### src/sslg_pkg.sv
/*
 Package for the system supervisor logic: register addresses, bit positions,
 reset values and timing counts. Assumes a 20 MHz system clock.
*/
package sslg_pkg;
    localparam int unsigned SSLG_CLK_HZ = 20000000;
    localparam logic [14:0] SSLG_ADDR_FLAGS = 15'h7FF0;
    localparam logic [14:0] SSLG_ADDR_WDOG = 15'h7FF7;
    localparam int SSLG_FLAG_WDF_BIT = 7;
    localparam int SSLG_FLAG_AF_BIT = 6;
    localparam int SSLG_FLAG_PF_BIT = 5;
    localparam int SSLG_WD_STROBE_BIT = 7;
    localparam int SSLG_WD_WEN_N_BIT = 6;
    localparam int SSLG_MATCH_BIT = 7;
    localparam logic [5:0] SSLG_WD_TIMEOUT_RST = 6'h00;
    // Watchdog tick 32 Hz, period 31250 us
    localparam int unsigned SSLG_WD_TICK_US = 31250;
    localparam int unsigned SSLG_WD_TICK_CYC = SSLG_WD_TICK_US * (SSLG_CLK_HZ / 1000000);
    // Interrupt pulse 200 ms
    localparam int unsigned SSLG_PULSE_MS = 200;
    localparam int unsigned SSLG_PULSE_CYC = SSLG_PULSE_MS * (SSLG_CLK_HZ / 1000);

    typedef struct packed {
        logic [7:0] seconds;
        logic [7:0] minutes;
        logic [7:0] hours;
        logic [7:0] date;
    } sslg_time_t;

    typedef struct packed {
        logic cs;
        logic rd_done;
        logic wr;
        logic [14:0] addr;
        logic [7:0] wdata;
    } sslg_bus_t;
endpackage

### src/sslg_divider.sv
/*
 Divider producing a one-cycle enable pulse every PERIOD clocks.
 Assumes a single system clock; run gates counting.
*/
`timescale 1ns/1ns
`default_nettype none
module sslg_divider
    import sslg_pkg::*;
#(
    parameter int unsigned PERIOD = SSLG_WD_TICK_CYC
) (
    input wire logic clk_sys,
    input wire logic reset,
    input wire logic run,
    output logic tick
);
    typedef struct packed {
        logic [31:0] cnt;
        logic tick;
    } sslg_div_st_t;
    sslg_div_st_t st_r;
    sslg_div_st_t st_nxt;

    always_comb begin
        st_nxt = st_r;
        st_nxt.tick = 1'b0;
        if (run) begin
            if (st_r.cnt >= 32'(PERIOD - 1)) begin
                st_nxt.cnt = 32'h0;
                st_nxt.tick = 1'b1;
            end else begin
                st_nxt.cnt = st_r.cnt + 32'h1;
            end
        end
    end

    always_ff @(posedge clk_sys or posedge reset) begin
        if (reset) begin
            st_r <= '0;
        end else begin
            st_r <= st_nxt;
        end
    end

    assign tick = st_r.tick;
endmodule
`default_nettype wire

### src/sslg_supervisor.sv
/*
 Supervisor logic: alarm comparator, watchdog, power monitor flags and
 interrupt pin driver. Assumes the host bus front end delivers decoded
 strobes on clk_sys and that a one-second strobe comes from the clock core.
*/
// Operation
// - Alarm match sets alarm flag D6
// - Field compared only when match bit 0
// - Match bit is alarm register MSB
// - All match bits one: alarm every second
// - Rate follows selected fields
// - Other combinations use same per-field rule
// - Flags read clears all flags
// - Watchdog counts down on 32 Hz tick
// - Watchdog counts only with oscillator enabled
// - Power-up loads timeout and starts counting
// - Strobe D7 reloads and restarts counter
// - Zero count raises flag and interrupt
// - Expiry flag D7 sticky until read
// - Timeout writes only while D6 clear
// - Timeout zero disables watchdog
// - Below trip threshold sets power flag D5
// - Below lockout blocks access, ignores inputs
// - Backup select below backup voltage
// - Power flag stays until flags read
// - Only complete read cycles clear flags
// - Pin needs flag and enable together
// - Pulse 200 ms or level until read
`timescale 1ns/1ns
`default_nettype none
module sslg_supervisor
    import sslg_pkg::*;
#(
    parameter int unsigned WD_TICK_CYC = SSLG_WD_TICK_CYC,
    parameter int unsigned PULSE_CYC = SSLG_PULSE_CYC,
    parameter logic [5:0] TIMEOUT_INIT = SSLG_WD_TIMEOUT_RST
) (
    input wire logic clk_sys,
    input wire logic reset,
    input wire sslg_bus_t bus,
    output logic [7:0] rdata,
    input wire sslg_time_t now_time,
    input wire sslg_time_t alarm_regs,
    input wire logic second_tick,
    input wire logic oscillator_enable_n,
    input wire logic alarm_irq_enable,
    input wire logic wdog_irq_enable,
    input wire logic pfail_irq_enable,
    input wire logic irq_active_high,
    input wire logic irq_pulse_mode,
    input wire logic below_trip_threshold,
    input wire logic below_lockout_threshold,
    input wire logic below_backup_supply,
    output logic access_enable,
    output logic backup_supply_sel,
    output logic [5:0] timeout_value,
    output logic [5:0] wd_count,
    output logic int_out,
    output logic int_oe
);
    typedef struct packed {
        logic watchdog_expired_flag;
        logic alarm_match_flag;
        logic supply_low_flag;
        logic timeout_write_enable_n;
        logic [5:0] timeout;
        logic [5:0] count;
        logic trip_d;
        logic sec_d;
        logic irq_on;
        logic [31:0] pulse_cnt;
        logic [7:0] rdata;
    } sslg_st_t;

    sslg_st_t st_r;
    sslg_st_t st_nxt;
    logic [2:0] sync_lv;
    logic trip_s;
    logic lock_s;
    logic bak_s;
    logic wd_tick;
    logic alarm_hit;
    logic wd_expire;
    logic flags_read;
    logic wd_write;
    logic any_src;

    function automatic logic field_ok(input logic [7:0] alarm, input logic [7:0] now);
        // Match bit at MSB; 1 excludes field
        field_ok = alarm[SSLG_MATCH_BIT] || (alarm[6:0] == now[6:0]);
    endfunction

    sslg_sync #(.WIDTH(3)) u_sync (
        .clk_sys(clk_sys),
        .reset(reset),
        .async_in({below_trip_threshold, below_lockout_threshold, below_backup_supply}),
        .sync_out(sync_lv)
    );
    assign trip_s = sync_lv[2];
    assign lock_s = sync_lv[1];
    assign bak_s = sync_lv[0];

    sslg_divider #(.PERIOD(WD_TICK_CYC)) u_div (
        .clk_sys(clk_sys),
        .reset(reset),
        .run(!oscillator_enable_n && !lock_s),
        .tick(wd_tick)
    );

    assign access_enable = !lock_s;
    assign backup_supply_sel = bak_s;

    assign flags_read = access_enable && bus.cs && bus.rd_done && !bus.wr && (bus.addr == SSLG_ADDR_FLAGS);
    assign wd_write = access_enable && bus.cs && bus.wr && (bus.addr == SSLG_ADDR_WDOG);

    // per field compare MSB select all excluded fires each second
    // rate from fields no special cases
    assign alarm_hit = second_tick && !st_r.sec_d
        && field_ok(alarm_regs.seconds, now_time.seconds)
        && field_ok(alarm_regs.minutes, now_time.minutes)
        && field_ok(alarm_regs.hours, now_time.hours)
        && field_ok(alarm_regs.date, now_time.date);

    assign wd_expire = wd_tick && (st_r.timeout != 6'h00) && (st_r.count == 6'h01);

    assign any_src = (st_r.alarm_match_flag && alarm_irq_enable)
        || (st_r.watchdog_expired_flag && wdog_irq_enable)
        || (st_r.supply_low_flag && pfail_irq_enable);

    always_comb begin
        st_nxt = st_r;
        st_nxt.sec_d = second_tick;
        st_nxt.trip_d = trip_s;
        st_nxt.rdata = 8'h00;
        if (bus.cs && !bus.wr && access_enable) begin
            if (bus.addr == SSLG_ADDR_FLAGS) begin
                st_nxt.rdata = {st_r.watchdog_expired_flag, st_r.alarm_match_flag, st_r.supply_low_flag, 5'h00};
            end else if (bus.addr == SSLG_ADDR_WDOG) begin
                st_nxt.rdata = {1'b0, st_r.timeout_write_enable_n, st_r.timeout};
            end
        end
        if (flags_read) begin
            st_nxt.watchdog_expired_flag = 1'b0;
            st_nxt.alarm_match_flag = 1'b0;
            st_nxt.supply_low_flag = 1'b0;
        end
        if (alarm_hit) begin
            st_nxt.alarm_match_flag = 1'b1;
        end
        if (trip_s && !st_r.trip_d) begin
            st_nxt.supply_low_flag = 1'b1;
        end
        if (wd_tick && st_r.timeout != 6'h00) begin
            if (st_r.count == 6'h01) begin
                st_nxt.count = 6'h00;
            end else if (st_r.count != 6'h00) begin
                st_nxt.count = st_r.count - 6'h01;
            end
        end
        if (wd_expire) begin
            st_nxt.watchdog_expired_flag = 1'b1;
        end
        if (wd_write) begin
            st_nxt.timeout_write_enable_n = bus.wdata[SSLG_WD_WEN_N_BIT];
            if (!st_r.timeout_write_enable_n) begin
                st_nxt.timeout = bus.wdata[5:0];
            end
            if (bus.wdata[SSLG_WD_STROBE_BIT]) begin
                st_nxt.count = st_nxt.timeout;
            end
        end
        if (flags_read) begin
            st_nxt.irq_on = 1'b0;
            st_nxt.pulse_cnt = 32'h0;
        end else if (irq_pulse_mode) begin
            if (st_r.irq_on) begin
                if (st_r.pulse_cnt >= 32'(PULSE_CYC - 1)) begin
                    st_nxt.irq_on = 1'b0;
                end else begin
                    st_nxt.pulse_cnt = st_r.pulse_cnt + 32'h1;
                end
            end else if (any_src && st_r.pulse_cnt == 32'h0) begin
                st_nxt.irq_on = 1'b1;
            end
        end else begin
            st_nxt.irq_on = any_src;
            st_nxt.pulse_cnt = 32'h0;
        end
    end

    always_ff @(posedge clk_sys or posedge reset) begin
        if (reset) begin
            st_r <= '0;
            st_r.timeout <= TIMEOUT_INIT;
            st_r.count <= TIMEOUT_INIT;
            st_r.timeout_write_enable_n <= 1'b1;
        end else begin
            st_r <= st_nxt;
        end
    end

    assign rdata = st_r.rdata;
    assign timeout_value = st_r.timeout;
    assign wd_count = st_r.count;
    // pin follows qualified interrupt state
    // Active high push-pull only above lockout; active low open drain
    assign int_out = irq_active_high && st_r.irq_on;
    assign int_oe = irq_active_high ? (!lock_s) : st_r.irq_on;
endmodule
`default_nettype wire

### src/sslg_sync.sv
/*
 Two-flop synchroniser for a vector of asynchronous levels.
 Assumes inputs are slow comparator or pin levels.
*/
`timescale 1ns/1ns
`default_nettype none
module sslg_sync
    import sslg_pkg::*;
#(
    parameter int WIDTH = 3
) (
    input wire logic clk_sys,
    input wire logic reset,
    input wire logic [WIDTH-1:0] async_in,
    output logic [WIDTH-1:0] sync_out
);
    typedef struct packed {
        logic [WIDTH-1:0] meta;
        logic [WIDTH-1:0] sync;
    } sslg_sync_st_t;
    sslg_sync_st_t st_r;
    sslg_sync_st_t st_nxt;

    always_comb begin
        st_nxt.meta = async_in;
        st_nxt.sync = st_r.meta;
    end

    always_ff @(posedge clk_sys or posedge reset) begin
        if (reset) begin
            st_r <= '0;
        end else begin
            st_r <= st_nxt;
        end
    end

    assign sync_out = st_r.sync;
endmodule
`default_nettype wire
### config.mk
export PLATFORM = sky130hd
export DESIGN_NAME = sslg_supervisor
export DESIGN_NICKNAME = d
export VERILOG_FILES = /design/src/sslg_pkg.sv /design/src/sslg_divider.sv /design/src/sslg_supervisor.sv /design/src/sslg_sync.sv
export SDC_FILE = /design/constraint.sdc
export NUM_CORES = 1
export LEC_CHECK = 0
export BUFFER_PORTS_ARGS = -buffer_cell sky130_fd_sc_hd__buf_2
export CORE_MARGIN = 5
export CORE_UTILIZATION = 38
export CTS_BUF_LIST = sky130_fd_sc_hd__clkbuf_8
export DETAILED_ROUTE_END_ITERATION = 10
export SLEW_MARGIN = 20
export SYNTH_ARGS = -nofsm -noshare
export SYNTH_HDL_FRONTEND = slang
export SYNTH_HIERARCHICAL = 1
export SYNTH_SLANG_ARGS = --single-unit
### constraint.sdc
create_clock -name clk_sys -period 2.7 [get_ports clk_sys]
set_clock_uncertainty 0.2 [all_clocks]
set_input_delay 0.27 -clock clk_sys [delete_from_list [all_inputs] [get_ports clk_sys]]
set_output_delay 0.27 -clock clk_sys [all_outputs]
set_load 0.05 [all_outputs]
Word-level counts from Yosys, hierarchy flattened
Cells that the tools add are included.

cells by class
  add/sub/neg operators = 3
  $lt $le $gt $ge = 2
  equality and inequality tests = 9
  muxes and demuxes = 24
  reduce and logical (&&, ||, !) cells = 40

operators with widths
  kind                                                                 number
  2-to-1 mux 32 bit                                                    3
  2-to-1 mux 33 bit                                                    2
  adder 32 x 1 -> 32 bit, second input constant                        2
  2-to-1 mux 6 bit                                                     6
  greater-or-equal comparator 32 x 20 -> 1 bit, second input constant  1
  greater-or-equal comparator 32 x 22 -> 1 bit, second input constant  1
  logical NOT 32 bit                                                   1
  equality test 15 bit, second input constant                          2
  equality test 7 bit                                                  4
  logical AND 1 bit                                                    22
  2-to-1 mux 8 bit                                                     2
  nonzero test 6 bit                                                   2
  2-to-1 mux 1 bit                                                     9
  2-to-1 mux 7 bit                                                     1
  equality test 6 x 1 -> 1 bit, second input constant                  1
  logical OR 1 bit                                                     6
  nonzero test 2 bit                                                   3
  subtractor 6 x 1 -> 6 bit, second input constant                     1
  logical NOT 1 bit                                                    5
  2-to-1 mux 3 bit                                                     1
  inequality test 3 x 1 -> 1 bit, second input constant                1
  inequality test 3 bit, second input constant                         1
  AND reduction 2 bit                                                  1

word-level totals
  register bits = 98
  output and inout port bits = 24
  word-level logic and storage cells = 93

Longest topological paths before layout
  depth after elaboration = 8
  depth in mapped cells = 8

Hierarchy
The synthesis kept the hierarchy.

by module, submodules not included
  module           times used  cells each  area each (um^2)  sequential area each (um^2)
  sslg_supervisor  1           366         3554.7            1477.7
  sslg_divider     1           198         1881.8            825.8
  sslg_sync        1           7           153.9             150.1

Worst setup path after synthesis
No wires, ideal clock.

  kind = reg2reg
  from = register st_r[20] (netlist name)
  to = register st_r[11] (netlist name)
  arrival time = 2406 ps
  data required time = 2422 ps
  setup slack = 16 ps
  cell stages (with the launch flop) = 7
  path buffers = 1
  cell sequence = dfrtp_1 -> or4_4 -> or4_4 -> o221a_4 -> buf_6 -> or4_1 -> a21oi_1

==> summary.txt <==
Setup path
  – WP data arrival: 2.77 ns
  – Crit-path most repeated cell: or4_4
  – Crit-path leading delay family: simple AND/OR/NAND/NOR gates
  – Worst-path cell chain: or4_4 > or4_4 > o221a_2 > or4_1 > a21oi_1
  – R2R Path End: st_r[18]$_DFFE_PP0P_
  – R2r worst-path depth: 5
  – Stages on the worst setup path: 5
  – R2R Setup Slk: 0.03 ns
  – Critical Path Sink Type: register
  – Crit Path Category: reg -> reg
  – CP required: 2.81 ns
  – Largest stage delay on the critical path: 0.55 ns
  – Type of origin of the critical path: register
  – Worst path bufs/invs: 0
  – CP max FO: 6
  – RR Startpoint: st_r[20]$_DFFE_PP0P_
  – Crit-path slowest cell: or4_4

Logic synthesis
  – Syn Inst Count: 571
  – Mapped Avg Cell Area: 9.790 µm²
  – Post-synthesis net count: 679
  – Yosys cell types: 57
  – Top cells by area, synth: dfrtp_1, or4_1, o31ai_1
  – FF+latch count, synth: 98
  – Post-synth EDFFs: 0
  – Post-synth top area share: 0.4342
  – Share of flip-flops with an asynchronous set or reset: 1.000
  – Most common cell in the synthesized netlist: dfrtp_1
  – Cell area after synthesis: 5590 µm²
  – Sequential-to-total area share from yosys stat: 0.4389
  – Synth area leader: dfrtp_1
  – Ys Warns: 6
  – Synth Flop Type: dfrtp_1
  – Top cells by instance count after synthesis: dfrtp_1, a21oi_1, or4_1

Detailed routing
  – Routed length per instance: 17.41 µm
  – Remaining antenna violation count after routing: 0
  – Via count: 5025
  – DR iter-0 viols: 210
  – Post-route DRC: 0
  – Vias/cell: 5.684
  – Total wire length: 15390 µm
  – DR pass1 iterations: 4

Floorplanning
  – Core Box Area: 14480 µm²
  – Die X: 131.3 µm
  – Die height: 131.3 µm
  – Num rows: 44
  – Die Area: 17240 µm²
  – IO Pins: 126
  – Initial Util: 0.3861

Hold path
  – WHS Path Cells: 3
  – Hold Path Origin: bus[25]
  – Hold path endpoint: rdata[5]$_DFF_PP0_
  – Worst min path class: in -> reg

Power and ir drop
  – Clk pwr share: 0.356
  – Largest vdd supply drop: 201.5 µV
  – Flop pwr share: 0.520
  – Net Sw Power: 0.0007859 W
  – LEAKAGE: 3.074 nW
  – Sw frac: 0.2581
  – Power Internal: 0.002259 W
  – Gate power share: 0.124
  – PD cells: 450.8 nW/µm²

Global routing
  – Largest net degree at the start of global routing: 34
  – Gr usage total: 0.1751
  – Vias in the first global route: 4967
  – Initial antenna violation count: 0
  – First-pass GRT wire length: 25410 µm
  – GR Overflow Total: 0

STA
  – Period utilization: 0.9873
  – Worst Tran Pin Value: 0.7433 ns
  – Final setup viols: 0
  – RSZ-0062 raised after global routing: true
  – Slew margin rel.: 0.5045
  – Tightest hold margin: 0.02907 ns
  – Final Hold Vio Count: 0
  – Fin crit period: 2.666 ns
  – Max-slew violations: 0
  – Fmax: 375.2 MHz

Placed design
  – Routability congestion estimate: 0.8763
  – Half-perimeter wire length after placement: 11290 µm
  – IO buf count: 121

Clock network
  – TritonCTS clock tree: yes
  – Max Buffers Root-to-Sink: 2
  – Clock Pin Slew Worst Setup and Hold Paths: 0.10 ns
  – Skew-Pair Late Insertion Delay: 0.38 ns
  – H-tree levels: 3
  – Clock root buffer: clkbuf_8
  – Num CTS Buffers: 9
  – Clock Sinks: 98

Job
  – Max-cap violation count: 0

Status
  – Status: finished, final reports clean

Layout
  – Final nets: 803
  – Layout cells sized above 1: 0.2686
  – Finished Core Util: 0.4665
  – Layout area overhead: 20.81%
  – Antenna cells: 0
[power by group through the flow]
stage          Clock (W)  Sequential (W)  Combinational (W)
4_1_cts          0.00112         0.00158           0.000383
2_1_floorplan          0         0.00160           0.000217
5_1_grt          0.00117         0.00159           0.000428
3_3_place_gp           0         0.00161           0.000356
3_5_place_dp           0         0.00161           0.000365
6_report         0.00108         0.00158           0.000378
[cells in the final DEF (no fill, tap or decap), drive strengths merged, types with 9 or more instances in the layout]
cell type,count
a22oi,22
xnor2,19
nand3,21
and2,18
nor4,21
nor2,11
buf,143
inv,27
o21ai,15
dlygate4sd3,13
nand2,22
nand4,19
xor2,19
dfrtp,97
o31ai,29
or4,35
or3,12
and3,9
a21oi,40
clkbuf,11
[area by class of cell]
| type | count | area [µm²] |
|---|---|---|
| Sequential cell | 98 | 2454 |
| Tap cell | 184 | 230.2 |
| Clock buffer | 11 | 151.4 |
| Inverter | 26 | 97.59 |
| Clock inverter | 5 | 77.57 |
| Timing Repair Buffer | 156 | 925.9 |
| Multi-Input combinational cell | 404 | 2818 |
| Fill cell | 1392 | 7725 |
[per-layer routing]
metal	GRT usage	wire length, µm	up-vias
met5	0	0	-
met4	0.05657	260	0
met3	0.04128	936	17
met2	0.2937	7435	155
met1	0.2236	6755	2447
li1	-	-	2406
[worst min-delay path: stages]
cell and delay [ns]:
buf_2 0.12, nand2_1 0.11, nor3_1 0.07
[logic make-up (layout without fill, tap and decap cells)]
| logic type | count (synthesis) | in the layout | synth area share |
|---|---|---|---|
| AOI/OAI and AO/OA | 137 | 139 | 0.1670 |
| xor gates and xnor gates | 38 | 38 | 0.05953 |
| adders and majority gates | 6 | 6 | 0.01343 |
| buffers and inverters | 71 | 198 | 0.06423 |
| DFF | 98 | 98 | 0.4389 |
| muxes | 11 | 11 | 0.02149 |
| and+or+nand+nor | 210 | 210 | 0.2355 |
[flip-flops by register name, indices dropped and copies added, names as in the netlist]
signal	cells
st_r	39
u_div/st_r	32
rdata	8
timeout_value	6
wd_count	6
u_sync/st_nxt	3
u_sync/sync_out	3
u_div/tick	1
[through the flow]
stage | worst slack, ns | setup TNS (ns) | instances | power, W | area, µm²
after detailed placement | 0.02985 | 0 | 851 | 0.001976 | 6342
after global routing | -0.02929 | -0.09957 | 884 | 0.003197 | 6754
after global placement | 0.06775 | 0 | 851 | 0.001965 | 6342
after floorplan | 0.01568 | 0 | 571 | 0.001813 | 5590
after CTS | 0.02321 | 0 | 880 | 0.003086 | 6701
final | 0.03441 | 0 | 884 | 0.003045 | 6754
[worst max-delay path by stage]
stage / endpoint / slack, ns / from
floorplan: st_r[11]$_DFFE_PP0P_ / 0.02 / st_r[20]$_DFFE_PP0P_
global placement: st_r[11]$_DFFE_PP0P_ / 0.07 / st_r[20]$_DFFE_PP0P_
detailed placement: st_r[13]$_DFFE_PP0P_ / 0.03 / st_r[20]$_DFFE_PP0P_
CTS: st_r[11]$_DFFE_PP0P_ / 0.02 / st_r[20]$_DFFE_PP0P_
global route: st_r[9]$_DFFE_PP0P_ / -0.03 / st_r[20]$_DFFE_PP0P_
finish: st_r[18]$_DFFE_PP0P_ / 0.03 / st_r[20]$_DFFE_PP0P_
[timing repair]
action	4_1_cts	5_1_grt
setup buffers	0	2
gates cloned	0	2
endpoints found under the setup margin	1	17
resized for setup	0	4
hold buffers	13	0
pin swaps	1	2
endpoints found under the hold margin	69	0
Power figures use the tool's default switching activity.
